## src/crs_pkg.sv

```systemverilog
package crs_pkg;

  // clock rate and power-up hold-off
  localparam int unsigned CRS_CLK_MHZ        = 200;
  localparam int unsigned CRS_HOLDOFF_US     = 2209000;
  localparam int unsigned CRS_HOLDOFF_CYCLES = CRS_HOLDOFF_US * CRS_CLK_MHZ;
  localparam int unsigned CRS_HOLD_W         = 32;

  // identification image
  localparam int unsigned CRS_ROM_AW      = 9;
  localparam int unsigned CRS_ROM_DEPTH   = 512;
  localparam int unsigned CRS_IMAGE_BYTES = 498;
  localparam int unsigned CRS_BYTE_BITS   = 8;
  localparam int unsigned CRS_BITCNT_W    = 4;
  localparam logic [3:0]  CRS_BITS_FULL   = 4'h8;

  // image layout: location 0 unused, then identity, settling, table
  localparam int unsigned CRS_LOC_ID     = 1;
  localparam int unsigned CRS_LOC_SETTLE = 2;
  localparam int unsigned CRS_LOC_TABLE  = 3;
  // arbitrary card identity code
  localparam logic [7:0]  CRS_CARD_ID    = 8'h5A;
  localparam logic [7:0]  CRS_SETTLE_MS  = 8'h03;
  localparam logic [7:0]  CRS_ROM_BLANK  = 8'hFF;
  localparam logic [7:0]  CRS_ROM_ZERO   = 8'h00;

  // relay driver chain
  localparam int unsigned CRS_STAGES      = 12;
  localparam int unsigned CRS_RELAY_BITS  = CRS_STAGES * CRS_BYTE_BITS;
  localparam int unsigned CRS_FRAME_BYTES = 16;

  // backplane pins from outside the clock domain
  typedef struct packed {
    logic card_select_n;
    logic rom_address_clear;
    logic rom_address_advance_n;
    logic link_clk;
    logic relay_serial_in;
    logic strobe;
  } crs_pins_t;

  localparam int unsigned CRS_PIN_W   = $bits(crs_pins_t);
  localparam crs_pins_t   CRS_PINS_RST = '{1'b1, 1'b0, 1'b1, 1'b0, 1'b0, 1'b0};

  // power-on safeguard states
  typedef enum logic [1:0] {
    CRS_GUARD_HOLDOFF,
    CRS_GUARD_DISABLED,
    CRS_GUARD_ENABLED
  } crs_guard_t;

  // image content: identity, settling time, crosspoint to relay table
  function automatic logic [7:0] crs_rom_byte(input int unsigned loc);
    logic [7:0] b;
    b = CRS_ROM_BLANK;
    if (loc == 0) begin
      b = CRS_ROM_ZERO;
    end else if (loc == CRS_LOC_ID) begin
      b = CRS_CARD_ID;
    end else if (loc == CRS_LOC_SETTLE) begin
      b = CRS_SETTLE_MS;
    end else if (loc <= CRS_IMAGE_BYTES) begin
      b = 8'((loc - CRS_LOC_TABLE) % CRS_RELAY_BITS);
    end
    return b;
  endfunction

endpackage

```

## src/crs_card.sv

```systemverilog
// Summary of operation
// RQ1 - controller reads identity only after power-up
// RQ2 - identity output enabled only while selected
// RQ3 - clear pulse zeroes rom address counter
// RQ4 - advance low increments counter, holds load
// RQ5 - controller holds advance low until settled
// RQ6 - first byte sent comes from location one
// RQ7 - eight loaded bits shift out per clock
// RQ8 - msb first, high impedance between bytes
// RQ9 - controller repeats until 498 bytes read
// RQ10 - image holds identity, settling, relay table
// RQ11 - one link clock serves both streams
// RQ12 - sixteen bytes shifted, twelve kept here
// RQ13 - stages shift and cascade to next
// RQ14 - strobe copies shift chain into latches
// RQ15 - low output energizes, high leaves off
// RQ16 - outputs disabled after power-up
// RQ17 - first strobe clears safeguard, enables outputs
// RQ18 - hold-off before safeguard accepts strobe
// RQ19 - counter covers locations 1 to 498
module crs_card
  import crs_pkg::*;
#(
  parameter int unsigned HOLDOFF_CYCLES = CRS_HOLDOFF_CYCLES
) (
  // clock, reset, enable
  input  logic                      clk,
  input  logic                      reset_n,
  input  logic                      clk_en,
  // backplane inputs
  input  crs_pkg::crs_pins_t        pins,
  // identification data pin
  output logic                      identity_serial_out,
  output logic                      identity_serial_oe,
  // relay drivers
  output logic [CRS_RELAY_BITS-1:0] relay_drive_n,
  output logic                      driver_output_enable_n,
  output logic                      relay_serial_cascade
);
  import crs_pkg::*;

  // pin synchronisers and filtered levels
  // filt_prev_q keeps last cycle's level for the edge detectors
  logic [CRS_PIN_W-1:0] sync1_q;
  logic [CRS_PIN_W-1:0] sync2_q;
  logic [CRS_PIN_W-1:0] sync3_q;
  logic [CRS_PIN_W-1:0] filt_q;
  logic [CRS_PIN_W-1:0] filt_prev_q;
  crs_pins_t            lvl;
  crs_pins_t            lvl_prev;

  // identification path
  // nine address bits: 498 locations never wrap the counter
  logic [7:0]              id_rom [CRS_ROM_DEPTH];
  logic [CRS_ROM_AW-1:0]   addr_q;
  logic [7:0]              id_shift_q;
  logic [CRS_BITCNT_W-1:0] bits_left_q;
  logic                    id_out_q;
  logic                    id_oe_q;

  // relay path
  // chain_q is the shift side, latch_q the storage side
  logic [CRS_RELAY_BITS-1:0] chain_q;
  logic [CRS_RELAY_BITS-1:0] latch_q;
  logic [CRS_RELAY_BITS-1:0] drive_n_q;
  logic                      cascade_q;
  logic [CRS_STAGES-1:0]     stage_in;

  // safeguard: state, hold-off counter and registered enable;
  // the counter is wide enough for the full hold-off at 200 MHz
  crs_guard_t            guard_q;
  logic [CRS_HOLD_W-1:0] hold_cnt_q;
  logic                  oe_n_q;

  // derived events (edges one clock wide, loading a level), taken from filtered levels
  // so that a single noisy sample never counts twice
  logic link_rise;
  logic advance_fall;
  logic loading;

  // three-stage synchroniser per pin; a change counts once
  // stages two and three agree, which also rejects single glitches.
  // the price is latency: a pin edge reaches the filtered level four
  // clocks later, so the controller must hold every level for at
  // least two clocks; at 200 MHz that is far inside any link period
  for (genvar i = 0; i < CRS_PIN_W; i++) begin : g_sync
    always_ff @(posedge clk or negedge reset_n) begin
      if (!reset_n) begin
        sync1_q[i] <= CRS_PINS_RST[i];
        sync2_q[i] <= CRS_PINS_RST[i];
        sync3_q[i] <= CRS_PINS_RST[i];
      end else if (clk_en) begin
        sync1_q[i] <= pins[i];
        sync2_q[i] <= sync1_q[i];
        sync3_q[i] <= sync2_q[i];
      end
    end

    // glitch filter and previous level for the edge detectors
    always_ff @(posedge clk or negedge reset_n) begin
      if (!reset_n) begin
        filt_q[i]      <= CRS_PINS_RST[i];
        filt_prev_q[i] <= CRS_PINS_RST[i];
      end else if (clk_en) begin
        if (sync2_q[i] == sync3_q[i]) begin
          filt_q[i] <= sync3_q[i];
        end
        filt_prev_q[i] <= filt_q[i];
      end
    end
  end

  // edge detection on the filtered levels; both copies reset to the
  // idle level of each pin, so no false edge follows reset
  always_comb begin
    lvl          = crs_pins_t'(filt_q);
    lvl_prev     = crs_pins_t'(filt_prev_q);
    // RQ11 single link clock
    link_rise    = lvl.link_clk && !lvl_prev.link_clk;
    // the advance edge steps the counter; its level holds the load
    advance_fall = !lvl.rom_address_advance_n && lvl_prev.rom_address_advance_n;
    // RQ4 level-sensitive load
    loading      = !lvl.rom_address_advance_n;
  end

  // image table is constant logic; a real card would hold it in a
  // mask or fuse array, this keeps it visible to simulation
  // RQ10 identity, settling time and relay table image
  for (genvar a = 0; a < CRS_ROM_DEPTH; a++) begin : g_rom
    assign id_rom[a] = crs_rom_byte(a);
  end

  // address counter: nine bits reach past the last image location
  // clear wins over advance, so a late advance cannot skip location 1
  // the counter moves only on the advance edge, never on its level
  // RQ19 no wrap below 498
  always_ff @(posedge clk or negedge reset_n) begin
    if (!reset_n) begin
      addr_q <= '0;
    end else if (clk_en) begin
      if (lvl.rom_address_clear) begin
        // RQ3 clear to zero
        addr_q <= '0;
      end else if (advance_fall) begin
        // RQ4 increment on advance
        addr_q <= addr_q + 1'b1;
      end
    end
  end

  // parallel-to-serial converter; the load reads the counter one
  // cycle after the increment, so location 0 is loaded only if advance is held low across a clear.
  // load dominates shifting: link rises while advance is low are
  // dropped, and once eight bits are out further rises do nothing
  always_ff @(posedge clk or negedge reset_n) begin
    if (!reset_n) begin
      id_shift_q  <= '0;
      bits_left_q <= '0;
    end else if (clk_en) begin
      if (loading && !advance_fall) begin
        // RQ6 load from incremented address
        id_shift_q  <= id_rom[addr_q];
        bits_left_q <= CRS_BITS_FULL;
      end else if (link_rise && bits_left_q != '0) begin
        // RQ7 one bit per link clock
        id_shift_q  <= {id_shift_q[CRS_BYTE_BITS-2:0], 1'b0};
        bits_left_q <= bits_left_q - 1'b1;
      end
    end
  end

  // identification pin: msb first, released once the byte is out.
  // the enable is registered with the data so both change on the
  // same clock and the pin never shows a half-shifted bit; a
  // deselected card shifts silently with the pin released
  always_ff @(posedge clk or negedge reset_n) begin
    if (!reset_n) begin
      id_out_q <= 1'b0;
      id_oe_q  <= 1'b0;
    end else if (clk_en) begin
      // RQ8 msb first
      id_out_q <= id_shift_q[CRS_BYTE_BITS-1];
      // RQ2 drive only while selected
      id_oe_q  <= !lvl.card_select_n && (bits_left_q != '0);
    end
  end

  // relay shift chain: each stage takes the top bit of the one
  // before; stage 0 takes the serial input. the chain also moves
  // during identification readout, which is harmless because only
  // a strobe reaches the latches
  for (genvar s = 0; s < CRS_STAGES; s++) begin : g_stage
    localparam int unsigned LO = s * CRS_BYTE_BITS;
    // serial input of this stage: backplane line or previous cascade
    if (s == 0) begin : g_head
      assign stage_in[s] = lvl.relay_serial_in;
    end else begin : g_tail
      // RQ13 cascade from stage before
      assign stage_in[s] = chain_q[LO-1];
    end
    always_ff @(posedge clk or negedge reset_n) begin
      if (!reset_n) begin
        chain_q[LO +: CRS_BYTE_BITS] <= '0;
      end else if (clk_en && link_rise) begin
        // RQ13 shift and cascade
        chain_q[LO +: CRS_BYTE_BITS] <= {chain_q[LO +: CRS_BYTE_BITS-1], stage_in[s]};
      end
    end
  end

  // cascade out to the next card; of the 16 bytes sent, the first
  // four pass straight through this card's 12 stages. the pin is
  // registered once more so the next card sees a clean level even
  // while this card's chain is moving
  always_ff @(posedge clk or negedge reset_n) begin
    if (!reset_n) begin
      cascade_q <= 1'b0;
    end else if (clk_en) begin
      // RQ12 surplus bytes pass on
      cascade_q <= chain_q[CRS_RELAY_BITS-1];
    end
  end

  // output latches are transparent while strobe is high
  // a strobe in hold-off still loads the latches; the safeguard alone
  // decides whether the drivers may follow them
  always_ff @(posedge clk or negedge reset_n) begin
    if (!reset_n) begin
      latch_q <= '0;
    end else if (clk_en && lvl.strobe) begin
      // RQ14 strobe latches chain
      latch_q <= chain_q;
    end
  end

  // safeguard: hold-off, then disabled until the first strobe.
  // a strobe inside the hold-off is ignored, so a glitch while the
  // backplane powers up cannot enable the relays. the hold-off is
  // counted in clocks, so it scales with the clock rate; the enabled
  // state is left only through reset
  always_ff @(posedge clk or negedge reset_n) begin
    if (!reset_n) begin
      guard_q    <= CRS_GUARD_HOLDOFF;
      hold_cnt_q <= '0;
    end else if (clk_en) begin
      case (guard_q)
        CRS_GUARD_HOLDOFF: begin
          // RQ18 power-up hold-off
          if (hold_cnt_q >= CRS_HOLD_W'(HOLDOFF_CYCLES - 1)) begin
            guard_q <= CRS_GUARD_DISABLED;
          end else begin
            hold_cnt_q <= hold_cnt_q + 1'b1;
          end
        end
        CRS_GUARD_DISABLED: begin
          // RQ17 first strobe enables
          if (lvl.strobe) begin
            guard_q <= CRS_GUARD_ENABLED;
          end
        end
        CRS_GUARD_ENABLED: begin
          // sticky until reset
          guard_q <= CRS_GUARD_ENABLED;
        end
        default: begin
          // illegal code: back to the hold-off state, the safe direction; the count is not cleared
          guard_q <= CRS_GUARD_HOLDOFF;
        end
      endcase
    end
  end

  // output enable, registered from the safeguard state
  // the drivers read this register, so they follow one clock later
  always_ff @(posedge clk or negedge reset_n) begin
    if (!reset_n) begin
      oe_n_q <= 1'b1;
    end else if (clk_en) begin
      // RQ16 disabled until enabled state
      oe_n_q <= (guard_q != CRS_GUARD_ENABLED);
    end
  end

  // driver outputs: a latched one closes the relay by pulling low;
  // while disabled every output sits high (relay de-energized)
  // forcing high keeps every coil dead even if the latches hold
  // leftovers from a strobe during hold-off
  always_ff @(posedge clk or negedge reset_n) begin
    if (!reset_n) begin
      drive_n_q <= '1;
    end else if (clk_en) begin
      // RQ15 low energizes
      drive_n_q <= oe_n_q ? '1 : ~latch_q;
    end
  end

  // port drive; every output comes straight from a flip-flop
  // so nothing combinational reaches the backplane
  assign identity_serial_out    = id_out_q;
  assign identity_serial_oe     = id_oe_q;
  assign relay_drive_n          = drive_n_q;
  assign driver_output_enable_n = oe_n_q;
  assign relay_serial_cascade   = cascade_q;

endmodule

```

## config.mk

```make
export PLATFORM = sky130hd
export DESIGN_NAME = crs_card
export DESIGN_NICKNAME = d
export VERILOG_FILES = /design/src/crs_pkg.sv /design/src/crs_card.sv
export SDC_FILE = /design/constraint.sdc
export NUM_CORES = 1
export LEC_CHECK = 0
export ABC_AREA = 1
export BUFFER_PORTS_ARGS = -buffer_cell sky130_fd_sc_hd__buf_2
export CORE_ASPECT_RATIO = 1.75
export CORE_MARGIN = 2
export CORE_UTILIZATION = 45
export DETAILED_ROUTE_END_ITERATION = 8
export HOLD_SLACK_MARGIN = 0.03
export PLACE_DENSITY = 0.72
export REMOVE_ABC_BUFFERS = 1
export SLEW_MARGIN = 20
export SYNTH_ARGS = -nofsm -noshare
export SYNTH_HDL_FRONTEND = slang
export SYNTH_SLANG_ARGS = --single-unit
```

## constraint.sdc

```tcl
create_clock -name clk -period 1.7 [get_ports clk]
set_input_delay 0.085 -clock clk [delete_from_list [all_inputs] [get_ports clk]]
set_output_delay 0.085 -clock clk [all_outputs]
set_load 0.005 [all_outputs]
```

==> summary.txt, run 1 <==
Status
  – Status: finished with violations
  – Failing checks: setup timing

Setup path
  – Setup crit start kind: register
  – Reg2Reg Setup Slack: -0.06 ns
  – WS Path Type: register to register
  – WP buf/inv: 1
  – Worst setup EP type: register
  – CP most frequent cell: nand2_2
  – Worst r2r src: hold_cnt_q[1]
  – Critical path required time: 2.09 ns
  – Crit path max fanout: 6
  – Crit path max-delay family: simple AND/OR/NAND/NOR gates
  – CP cell instances: ha_2 -> nand3_2 -> o21ai_2 -> nand2_1 -> nand2_2 -> nand2_2 -> nand4_4 -> clkbuf_16 -> nand2_2 -> nand2_1
  – Arr. time, crit path: 2.16 ns
  – Slowest-stage cell, CP: dfrtp_1
  – R2r worst-path depth: 10
  – Reg2reg end: hold_cnt_q[20]
  – Worst path max stage delay: 0.41 ns

Timing
  – Minimum clock period: 1.76 ns
  – Setup TNS: -0.702 ns
  – Hold Vio Cnt, Final: 0
  – Fin Clk Skew: 0.0167 ns
  – RSZ-0062 raised after global routing: true
  – Worst slew pin tran: 0.516 ns
  – Fmax: 568 MHz
  – Slew Limit Fails: 0
  – Final Setup Violations: 28
  – Hold WS: 0.103 ns
  – Final WS setup: -0.0610 ns
  – Slew headroom: 65.6%
  – Ratio of final minimum period to clock period: 104%

Clock tree
  – Clock Latency Late Sink: 0.52 ns
  – H-tree levels: 2
  – Clock buffer depth: 3
  – Clk sinks: 373
  – Clk root buf: clkbuf_16
  – CTS Buf Count: 35
  – Clk pin slew, worst setup/hold paths: 0.07 ns
  – CTS tree: yes

Power and ir drop
  – Leakage: 8.51 nW
  – PD cells: 1460 mW/mm2
  – Worst IR drop on VDD: 0.000766 V

Route
  – DRC: 0
  – Routed via count: 11900
  – Post-Route WL: 35800 um
  – Vias/cell: 5.03
  – Detailed Route Iter0 Violations: 510
  – DR pass1 iterations: 4
  – Post-route ant nets: 0
  – DR WL/cell: 15.2 um

GRT
  – Global-route wire length before repair: 57800 um
  – All-Layer GR Usage: 19.7%
  – Total global routing overflow: 0
  – Initial antenna violation count: 0
  – Vias in the first global route: 11700
  – Largest net degree at the start of global routing: 78

Placed design
  – HPWL Detailed: 23800 um
  – DP Cell Count: 2271
  – I/O Buffers: 108
  – Placer congestion estimate: 0.840
  – Placed cell areas: 0.0170 mm2

Logic synthesis
  – Yosys cell types: 40
  – Sequential area share after synthesis: 60.8%
  – Mapped cell area: 0.0156 mm2
  – Synthesis Warnings: 0
  – Post-Synth Adder-Cell Area: 1.04%
  – Cells after synthesis: 1729
  – Largest family of logic cells by synthesized area: simple AND/OR/NAND/NOR gates
  – Mux contribution to synthesized area: 0.651%
  – Synthesized flop and latch total: 373
  – Post-Syn Area per Cell: 9.01 um2
  – Compound-gate portion of the synthesized area: 11.2%
  – Simple-gate area share of the yosys netlist: 19.3%
  – Synth Area in XOR/XNOR: 0.900%

Final layout
  – Finished Layout Cells: 2356
  – Design area: 0.0186 mm2
  – Final net count: 1894
  – # diodes: 0
  – Most frequent cells in the layout: nand2_1 (429), dfrtp_1 (259), o21ai_0 (207)
  – Layout cells sized above 1: 23.0%
  – Commonest non-fill, non-tap cell in the layout: nand2_1
  – Synth-to-Final Area Change: 19.5%

Floorplan
  – Initial Util: 45.4%
  – Die area: 0.0362 mm2
  – IO Count: 109
  – Die Y: 250 um
  – Site row count: 90
  – Die W: 145 um
  – Core area: 0.0343 mm2

Worst hold path
  – Hold Path Class: input port to asynchronous set/reset pin

Run
  – Max cap viols: 0
routing by layer:
metal	vias up	wire (um)	track usage (%)
li1	5817	-	-
met1	5766	14400	23.9
met2	198	19200	35.6
met3	72	1050	2.27
met4	0	1200	7.05
met5	-	0	0
cell families (layout without fill, tap and decap cells):
logic type,after synthesis,count (layout)
flip-flops,373,373
multiplexers,9,9
adder cells (fa/ha/maj),13,13
XOR/XNOR,16,16
AO/OA/AOI/OAI,343,343
buffers and inverters,235,402
AND/OR/NAND/NOR,740,740
worst max-delay path by stage:
| stage | from | end | slack [ns] | cells after the start |
|---|---|---|---|---|
| 2_1_floorplan | filt_q[2] | chain_q[23] | -3.26 | 4 |
| 3_3_place_gp | addr_q[0] | id_shift_q[6] | -0.16 | 13 |
| 3_5_place_dp | addr_q[0] | id_shift_q[5] | -0.21 | 11 |
| 4_1_cts | addr_q[0] | id_shift_q[4] | 0.001 | 9 |
| 5_1_grt | hold_cnt_q[18] | hold_cnt_q[10] | -0.13 | 11 |
| 6_report | hold_cnt_q[1] | hold_cnt_q[20] | -0.06 | 10 |
stage by stage:
step / power (mW) / util (%) / setup slack [ns]
6_report: 27.2 / 54.2 / -0.0610
5_1_grt: 29.0 / 54.2 / -0.126
4_1_cts: 27.4 / 53.1 / 0.00101
3_5_place_dp: 19.2 / 49.4 / -0.210
3_3_place_gp: 18.9 / 49.4 / -0.156
2_1_floorplan: 16.7 / - / -3.26
Yosys cell counts (all sizes together):
library cell    n  area [um2]
a22oi           1        7.51
nand3          35         180
xnor2           5        43.8
clkinv          1        3.75
nand2         467        1760
dfstp         106        2790
o211ai          6        45.0
mux2            9         101
xor2           11        96.3
buf            47         246
nor3b           1        7.51
and3            1        6.26
nor2          182         693
o311ai          1        8.76
o31ai           4        30.0
a21oi         118         591
ha             13         163
nand4          35         225
o22ai           1        6.26
nand3b         10        75.1
inv           144         541
dfrtp         267        6680
nor4            1        6.26
clkbuf         43         164
o21ai         211        1060
or2             2        12.5
a211oi          1        7.51
nor3            6        35.0
sequential cells by signal, indices dropped and copies added (netlist names), 6 cells and up:
register and count:
latch_q 96, addr_q 9, sync2_q 6, id_shift_q 8
chain_q 96, relay_drive_n 96, hold_cnt_q 32, sync3_q 6
sync1_q 6, filt_q 6
what timing repair did:
| action | in CTS | in global routing |
|---|---|---|
| endpoints found under the hold margin | 282 | 0 |
| pin swaps | 5 | 32 |
| buffers inserted | 1 | 10 |
| endpoints found under the setup margin | 5 | 40 |
| hold buffers | 8 | 0 |
| resized for setup | 11 | 74 |
| gates cloned | 0 | 5 |
worst reg2reg max path: cells and delay by family (launching register included):
family                   cells  cell delay [ns]
adder cells (fa/ha/maj)      1             0.21
buffers and inverters        1             0.27
AO/OA/AOI/OAI                1             0.06
flip-flops                   1             0.41
AND/OR/NAND/NOR              7             0.70
where the power goes:
part           internal (mW)  leakage, nW  switching, mW  total [mW]
Sequential              12.0         4.57           1.77        13.8
Clock                   4.63        0.562           3.35        7.97
Combinational           2.30         3.38           3.19        5.49
layout make-up:
type / instances / area [um2]
multi-input cells: 1121 / 5390
clock inverters: 10 / 141
well taps: 460 / 576
inverters: 145 / 544
flip-flops and latches: 373 / 9480
fillers: 3054 / 15700
clock buffers: 51 / 1020
repair buffers: 196 / 1470
No activity file was read; power rests on OpenSTA's default activity.
==> inputs of run 2 (changes only) <==
--- a/config.mk
+++ b/config.mk
@@ -9,12 +9,13 @@
 export BUFFER_PORTS_ARGS = -buffer_cell sky130_fd_sc_hd__buf_2
 export CORE_ASPECT_RATIO = 1.75
 export CORE_MARGIN = 2
-export CORE_UTILIZATION = 45
+export CORE_UTILIZATION = 40
 export DETAILED_ROUTE_END_ITERATION = 8
 export HOLD_SLACK_MARGIN = 0.03
-export PLACE_DENSITY = 0.72
+export PLACE_DENSITY = 0.66
 export REMOVE_ABC_BUFFERS = 1
 export SLEW_MARGIN = 20
 export SYNTH_ARGS = -nofsm -noshare
 export SYNTH_HDL_FRONTEND = slang
 export SYNTH_SLANG_ARGS = --single-unit
+export TNS_END_PERCENT = 20
==> constraint.sdc (replaced) <==
create_clock -name clk -period 1.42 [get_ports clk]
set_input_delay 0.071 -clock clk [delete_from_list [all_inputs] [get_ports clk]]
set_output_delay 0.071 -clock clk [all_outputs]
set_load 0.005 [all_outputs]
==> run 2 against run 1 <==
Net effect:
- the flow still finishes with violations (setup timing)
- sequential share of layout area decreased by 2.5 points
- flip-flop and latch count is the same
- critical path depth unchanged
- power is 22% higher
- maximum frequency grew 5.2%
- cell count rose by 5.2%
- utilization fell by 3.2 points
- routed wire length up 7.7%
- clock skew fell by 0.00070 ns
- global-route usage decreased by 0.81 points
- via count is 4.3% higher
- first-iteration DRC count is 9.0% higher
- critical path type unchanged
- critical endpoint is now hold_cnt_q[9]
- highest routed layer unchanged
==> summary.txt, run 2 (synthesized netlist as in run 1, its figures left out) <==
Timing
  – Fin Clk Skew: 0.0160 ns (-0.000700 ns)
  – Minimum clock period: 1.67 ns (-0.0869 ns)
  – Slew headroom: 71.7% (+6.2 points)
  – Ratio of final minimum period to clock period: 118% (+14 points)
  – Hold Vio Cnt, Final: 0 (unchanged)
  – Worst slew pin tran: 0.424 ns (-0.0923 ns)
  – Slew Limit Fails: 0 (unchanged)
  – Final Setup Violations: 43 (+54%)
  – RSZ-0062 raised after global routing: true
  – Fmax: 597 MHz (+5.2%)
  – Final WS setup: -0.254 ns (-0.193 ns)

Setup path
  – Worst r2r src: hold_cnt_q[1]
  – WS Path Type: register to register
  – Reg2reg end: hold_cnt_q[9]
  – Worst setup EP type: register
  – Reg2Reg Setup Slack: -0.25 ns (-0.19 ns)
  – R2r worst-path depth: 10 (unchanged)
  – Arr. time, crit path: 2.08 ns (-0.08 ns)
  – Crit path max fanout: 13 (+7)
  – Setup crit start kind: register
  – Critical path required time: 1.83 ns (-0.26 ns)

Run
  – Max cap viols: 0 (unchanged)

Power and ir drop
  – Reg power frac: 49.6% (-1.0 points)
  – Comb pwr share: 21.6% (+1.4 points)
  – Worst IR drop on VDD: 0.00138 V (+80%)
  – Power Internal: 22.9 mW (+21%)
  – Total power draw: 33.2 mW (+22%)
  – Leakage: 9.07 nW (+6.6%)
  – Sw power: 10.2 mW (+23%)
  – Sw frac: 30.8% (+0.36 points)
  – Clock Power Share: 28.8% (-0.5 points)
  – PD cells: 1690 mW/mm2 (+16%)

Final layout
  – # diodes: 0 (unchanged)
  – Final net count: 1989 (+5.0%)
  – Most frequent cells in the layout: nand2_1 (434), dfrtp_1 (263), o21ai_0 (204)
  – Design area: 0.0196 mm2 (+5.2%)
  – Synth-to-Final Area Change: 25.7%
  – Post-layout util: 51.0% (-3.2 points)
  – Commonest non-fill, non-tap cell in the layout: nand2_1
  – Layout cells sized above 1: 27.5% (+4.4 points)

Floorplan
  – Die area: 0.0406 mm2 (+12%)
  – Core area: 0.0384 mm2 (+12%)
  – Site row count: 95 (+5.6%)
  – IO Count: 109 (unchanged)
  – Die W: 153 um (+5.9%)
  – Die Y: 265 um (+6.0%)
  – Initial Util: 40.6% (-4.8 points)

Route
  – Vias/cell: 4.99 (-0.84%)
  – Post-route ant nets: 0 (unchanged)
  – Post-Route WL: 38600 um (+7.7%)
  – DR WL/cell: 15.6 um (+2.4%)
  – Routed via count: 12400 (+4.3%)
  – DRC: 0 (unchanged)
  – Detailed Route Iter0 Violations: 556 (+9.0%)
  – DR pass1 iterations: 5 (+1)

GRT
  – Global-route wire length before repair: 63300 um (+9.6%)
  – All-Layer GR Usage: 18.9% (-0.81 points)
  – Largest net degree at the start of global routing: 68 (-13%)
  – Initial antenna violation count: 0 (unchanged)
  – Total global routing overflow: 0 (unchanged)
  – Vias in the first global route: 12800 (+9.9%)

Clock tree
  – Clk pin slew, worst setup/hold paths: 0.06 ns (about the same)
  – Clock buffer depth: 3 (unchanged)
  – H-tree levels: 2 (unchanged)
  – Clock Latency Late Sink: 0.53 ns (about the same)
  – CTS tree: yes
  – Clk root buf: clkbuf_16
  – Clk sinks: 373 (unchanged)
  – CTS Buf Count: 36 (+2.9%)

Placed design
  – HPWL Detailed: 26000 um (+9.0%)
  – I/O Buffers: 108 (unchanged)
  – Placed cell areas: 0.0178 mm2 (+5.2%)
  – Placer congestion estimate: 0.878 (+4.5%)

Status
  – Failing checks: setup timing
  – Status: finished with violations

Worst hold path
  – Hold Path Class: input port to asynchronous set/reset pin
[run 2: how the worst max path moves through the flow]
stage | end | cells past startpoint | start
CTS | id_shift_q[6] | 14 | addr_q[1]
floorplan | chain_q[23] | 4 | filt_q[2]
global route | id_shift_q[6] | 14 | addr_q[1]
global placement | id_shift_q[6] | 13 | addr_q[0]
finish | hold_cnt_q[9] | 10 | hold_cnt_q[1]
detailed placement | id_shift_q[5] | 11 | addr_q[0]
[run 2: per-stage QoR]
| step | std cells | TNS (ns) | worst slack [ns] | hold WS, ns |
|---|---|---|---|---|
| 3_5_place_dp | 2397 | -9.10 | -0.428 | 0.00205 |
| 3_3_place_gp | 2397 | -7.92 | -0.427 | 0.00255 |
| 4_1_cts | 2471 | -5.51 | -0.243 | 0.0533 |
| 6_report | 2479 | -8.02 | -0.254 | 0.0423 |
| 2_1_floorplan | 1639 | -679.41 | -3.54 | -0.225 |
| 5_1_grt | 2479 | -11.34 | -0.352 | 0.0611 |
[run 2: power groups by stage]
| stage | Combinational (mW) | Sequential [mW] | Clock (mW) |
|---|---|---|---|
| floorplan | 3.93 | 16.0 | 0 |
| global placement | 6.63 | 16.5 | 0 |
| detailed placement | 6.85 | 16.6 | 0 |
| CTS | 7.07 | 16.5 | 9.82 |
| global route | 8.33 | 16.9 | 10.2 |
| finish | 7.17 | 16.5 | 9.53 |
[run 2: per-layer routing]
layer | routed length [um] | share of wire (%) | global-route usage, %
met5 | 0 | 0 | 0
met2 | 20800 | 54 | 35.4
met3 | 1280 | 3.3 | 2.54
met1 | 15100 | 39 | 21.7
met4 | 1440 | 3.7 | 7.13
[run 2: worst max-delay path, stage by stage, from the launching register on]
cell and delay [ns]:
dfrtp_1 0.42, ha_4 0.19, nand3_2 0.08, o21ai_2 0.06
nand2_1 0.08, nand2_2 0.09, nand2_4 0.10, nand4_4 0.18
clkbuf_16 0.25, nand2_1 0.07, nand2_1 0.05
[run 2: timing repair]
action / 4_1_cts / 5_1_grt
setup endpoints to repair: 54 / 62
pin swaps: 7 / 30
gates cloned: 0 / 3
resized for setup: 41 / 74
buffers inserted: 0 / 5
hold endpoints to repair: 307 / 0
hold buffers: 9 / 0
[run 2: cell type report]
| cell class | instances | area (um2) |
|---|---|---|
| sequential | 373 | 9470 |
| timing repair buffer | 290 | 2260 |
| multi-input combinational | 1121 | 5510 |
| inverter | 145 | 552 |
| clock inverter | 14 | 154 |
| fill | 3510 | 18800 |
| tap | 485 | 607 |
| clock buffer | 51 | 1020 |
==> inputs of run 3 (changes only) <==
--- a/config.mk
+++ b/config.mk
@@ -9,10 +9,11 @@
 export BUFFER_PORTS_ARGS = -buffer_cell sky130_fd_sc_hd__buf_2
 export CORE_ASPECT_RATIO = 1.75
 export CORE_MARGIN = 2
-export CORE_UTILIZATION = 40
+export CORE_UTILIZATION = 45
 export DETAILED_ROUTE_END_ITERATION = 8
 export HOLD_SLACK_MARGIN = 0.03
-export PLACE_DENSITY = 0.66
+export PLACE_DENSITY = 0.72
+export RECOVER_POWER = 25
 export REMOVE_ABC_BUFFERS = 1
 export SLEW_MARGIN = 20
 export SYNTH_ARGS = -nofsm -noshare
==> run 3 against run 2 <==
Net effect:
- the run still ends with setup timing left
- non-clock buffer count is 15 lower
- count of clock-buffer cells in the layout up 2
- routed wire length fell by 2.9%
- critical endpoint is now id_shift_q[6]
- critical path depth grew 4
- flip-flop and latch count stayed put
==> summary.txt, run 3 (synthesized netlist as in run 1, its figures left out) <==
Final layout
  – Layout cells sized above 1: 27.3% (-0.15 points)
  – Design area: 0.0195 mm2 (-0.42%)
  – Synth-to-Final Area Change: 25.2%
  – Finished Layout Cells: 2439 (-1.6%)
  – Post-layout util: 56.8% (+5.8 points)
  – # diodes: 0 (unchanged)
  – Filler cell count: 2962 (-16%)
  – Commonest non-fill, non-tap cell in the layout: nand2_1
  – Final net count: 1974 (-0.75%)
  – Most frequent cells in the layout: nand2_1 (443), dfrtp_1 (264), o21ai_0 (203)

Setup path
  – WS Path Type: register to register
  – Crit path max-delay family: simple AND/OR/NAND/NOR gates
  – WP buf/inv: 4 (+3)
  – Worst setup EP type: register
  – Setup crit start kind: register
  – Crit path max fanout: 4 (-9)
  – Slowest-stage cell, CP: dfrtp_1
  – Critical path required time: 1.89 ns (+0.06 ns)
  – CP cell instances: ha_4 -> inv_6 -> ha_4 -> inv_4 -> nor2_4 -> buf_6 -> nand4_1 -> nand2_1 -> nor2_2 -> nand2_1 -> nand2_1 -> nand3_1 -> nand2_1 -> inv_1
  – Arr. time, crit path: 2.12 ns (+0.04 ns)
  – Worst path max stage delay: 0.41 ns (about the same)
  – CP most frequent cell: nand2_1

Timing
  – Minimum clock period: 1.65 ns (-0.0270 ns)
  – Setup TNS: -15.08 ns (-7.06 ns)
  – Fmax: 607 MHz (+1.6%)
  – Ratio of final minimum period to clock period: 116% (-1.9 points)
  – Fin Clk Skew: 0.0122 ns (-0.00372 ns)
  – Slew Limit Fails: 0 (unchanged)
  – RSZ-0062 raised after global routing: true
  – Final Setup Violations: 187 (+330%)
  – Slew headroom: 62.5% (-9.3 points)
  – Final WS setup: -0.227 ns (+0.0270 ns)
  – Worst slew pin tran: 0.563 ns (+0.139 ns)
  – Hold Vio Cnt, Final: 0 (unchanged)

Power and ir drop
  – PD cells: 1730 mW/mm2 (+2.2%)
  – Clock Power Share: 29.9% (+1.1 points)
  – Sw frac: 30.4% (-0.39 points)
  – Power Internal: 23.5 mW (+2.3%)
  – Reg power frac: 48.8% (-0.8 points)
  – Worst IR drop on VDD: 0.000838 V (-39%)
  – Leakage: 9.00 nW (-0.72%)
  – Sw power: 10.3 mW (+0.47%)
  – Total power draw: 33.7 mW (+1.8%)
  – Comb pwr share: 21.3% (-0.3 points)

Route
  – Vias/cell: 5.06 (+1.4%)
  – Routed via count: 12300 (-0.21%)
  – DRC: 0 (unchanged)
  – Detailed Route Iter0 Violations: 683 (+23%)
  – DR WL/cell: 15.4 um (-1.3%)
  – Post-route ant nets: 0 (unchanged)
  – DR pass1 iterations: 5 (unchanged)
  – Post-Route WL: 37500 um (-2.9%)

GRT
  – Total global routing overflow: 0 (unchanged)
  – Global-route wire length before repair: 61500 um (-2.8%)
  – All-Layer GR Usage: 21.1% (+2.2 points)
  – Vias in the first global route: 12600 (-1.6%)
  – Largest net degree at the start of global routing: 78 (+15%)
  – Initial antenna violation count: 0 (unchanged)

Status
  – Failing checks: setup timing
  – Status: finished with violations

Floorplan
  – Initial Util: 45.4% (+4.8 points)
  – Site row count: 90 (-5.3%)
  – IO Count: 109 (unchanged)
  – Die area: 0.0362 mm2 (-11%)
  – Die Y: 250 um (-5.6%)
  – Core area: 0.0343 mm2 (-11%)
  – Die W: 145 um (-5.6%)

Clock tree
  – Clk pin slew, worst setup/hold paths: 0.07 ns (about the same)
  – Clk sinks: 373 (unchanged)
  – CTS tree: yes
  – Clock buffer depth: 3 (unchanged)
  – Clock Latency Late Sink: 0.52 ns (about the same)
  – H-tree levels: 2 (unchanged)
  – CTS Buf Count: 36 (unchanged)
  – Clk root buf: clkbuf_16

Placed design
  – Placed cell areas: 0.0177 mm2 (-0.76%)
  – HPWL Detailed: 25300 um (-2.6%)
  – I/O Buffers: 108 (unchanged)
  – Placer congestion estimate: 0.907 (+3.3%)
  – DP Cell Count: 2358 (-1.6%)

Worst hold path
  – Hold Path Class: input port to register

Run
  – Max cap viols: 0 (unchanged)
-- run 3: repair_timing --
action / CTS / global route
pin swaps: 9 / 28
hold buffers: 9 / 0
gates cloned: 0 / 2
resized for setup: 47 / 89
hold endpoints to repair: 341 / 0
buffers inserted: 2 / 3
endpoints found under the setup margin: 43 / 80
-- run 3: layer usage --
layer | track usage (%) | wire [um]
met1 | 25.4 | 14900
met2 | 37.0 | 19800
met3 | 2.49 | 1040
met4 | 10.2 | 1760
met5 | 0 | 0
-- run 3: power groups by stage --
| stage | combinational, mW | clock, mW | sequential [mW] |
|---|---|---|---|
| final | 7.19 | 10.1 | 16.5 |
| after global routing | 8.28 | 10.7 | 16.9 |
| after CTS | 7.14 | 10.3 | 16.5 |
| after detailed placement | 6.81 | 0 | 16.6 |
| after global placement | 6.54 | 0 | 16.5 |
| after floorplan | 3.93 | 0 | 16.0 |
-- run 3: metrics by stage --
step                hold slack (ns)  worst slack (ns)
floorplan                    -0.225             -3.54
global placement            -0.0415            -0.366
detailed placement          -0.0376            -0.406
CTS                           0.279            -0.201
global route                  0.356            -0.364
finish                        0.319            -0.227
-- run 3: worst register-to-register path, cell delays in order (launching register included) --
cell     delay, ns
dfrtp_1       0.41
ha_4          0.19
inv_6         0.08
ha_4          0.15
inv_4         0.04
nor2_4        0.15
buf_6         0.12
nand4_1       0.06
nand2_1       0.09
nor2_2        0.04
nand2_1       0.06
nand2_1       0.05
nand3_1       0.06
nand2_1       0.05
inv_1         0.04
-- run 3: final timing paths --
path / startpoint / endpoint / slack, ns / depth (start not counted)
setup / recovery: addr_q[0] / id_shift_q[6] / -0.23 / 14
hold / removal: pins[2] / sync1_q[2] / 0.32 / 4
hold reg to reg: hold_cnt_q[31] / hold_cnt_q[31] / 0.38 / 0
max in group asynchronous: reset_n / relay_drive_n[37] / -0.06 / 4
min in group asynchronous: reset_n / sync3_q[4] / 0.63 / 3
setup reg to reg: addr_q[0] / id_shift_q[6] / -0.23 / 14
-- run 3: cell type report --
cell class	count	area [um2]	area share, %
Clock buffer	53	1070	5.47
Sequential cell	373	9470	48.6
Multi-Input combinational cell	1121	5550	28.4
Tap cell	460	576	2.95
Timing Repair Buffer	275	2100	10.8
Inverter	145	557	2.86
Clock inverter	12	185	0.950
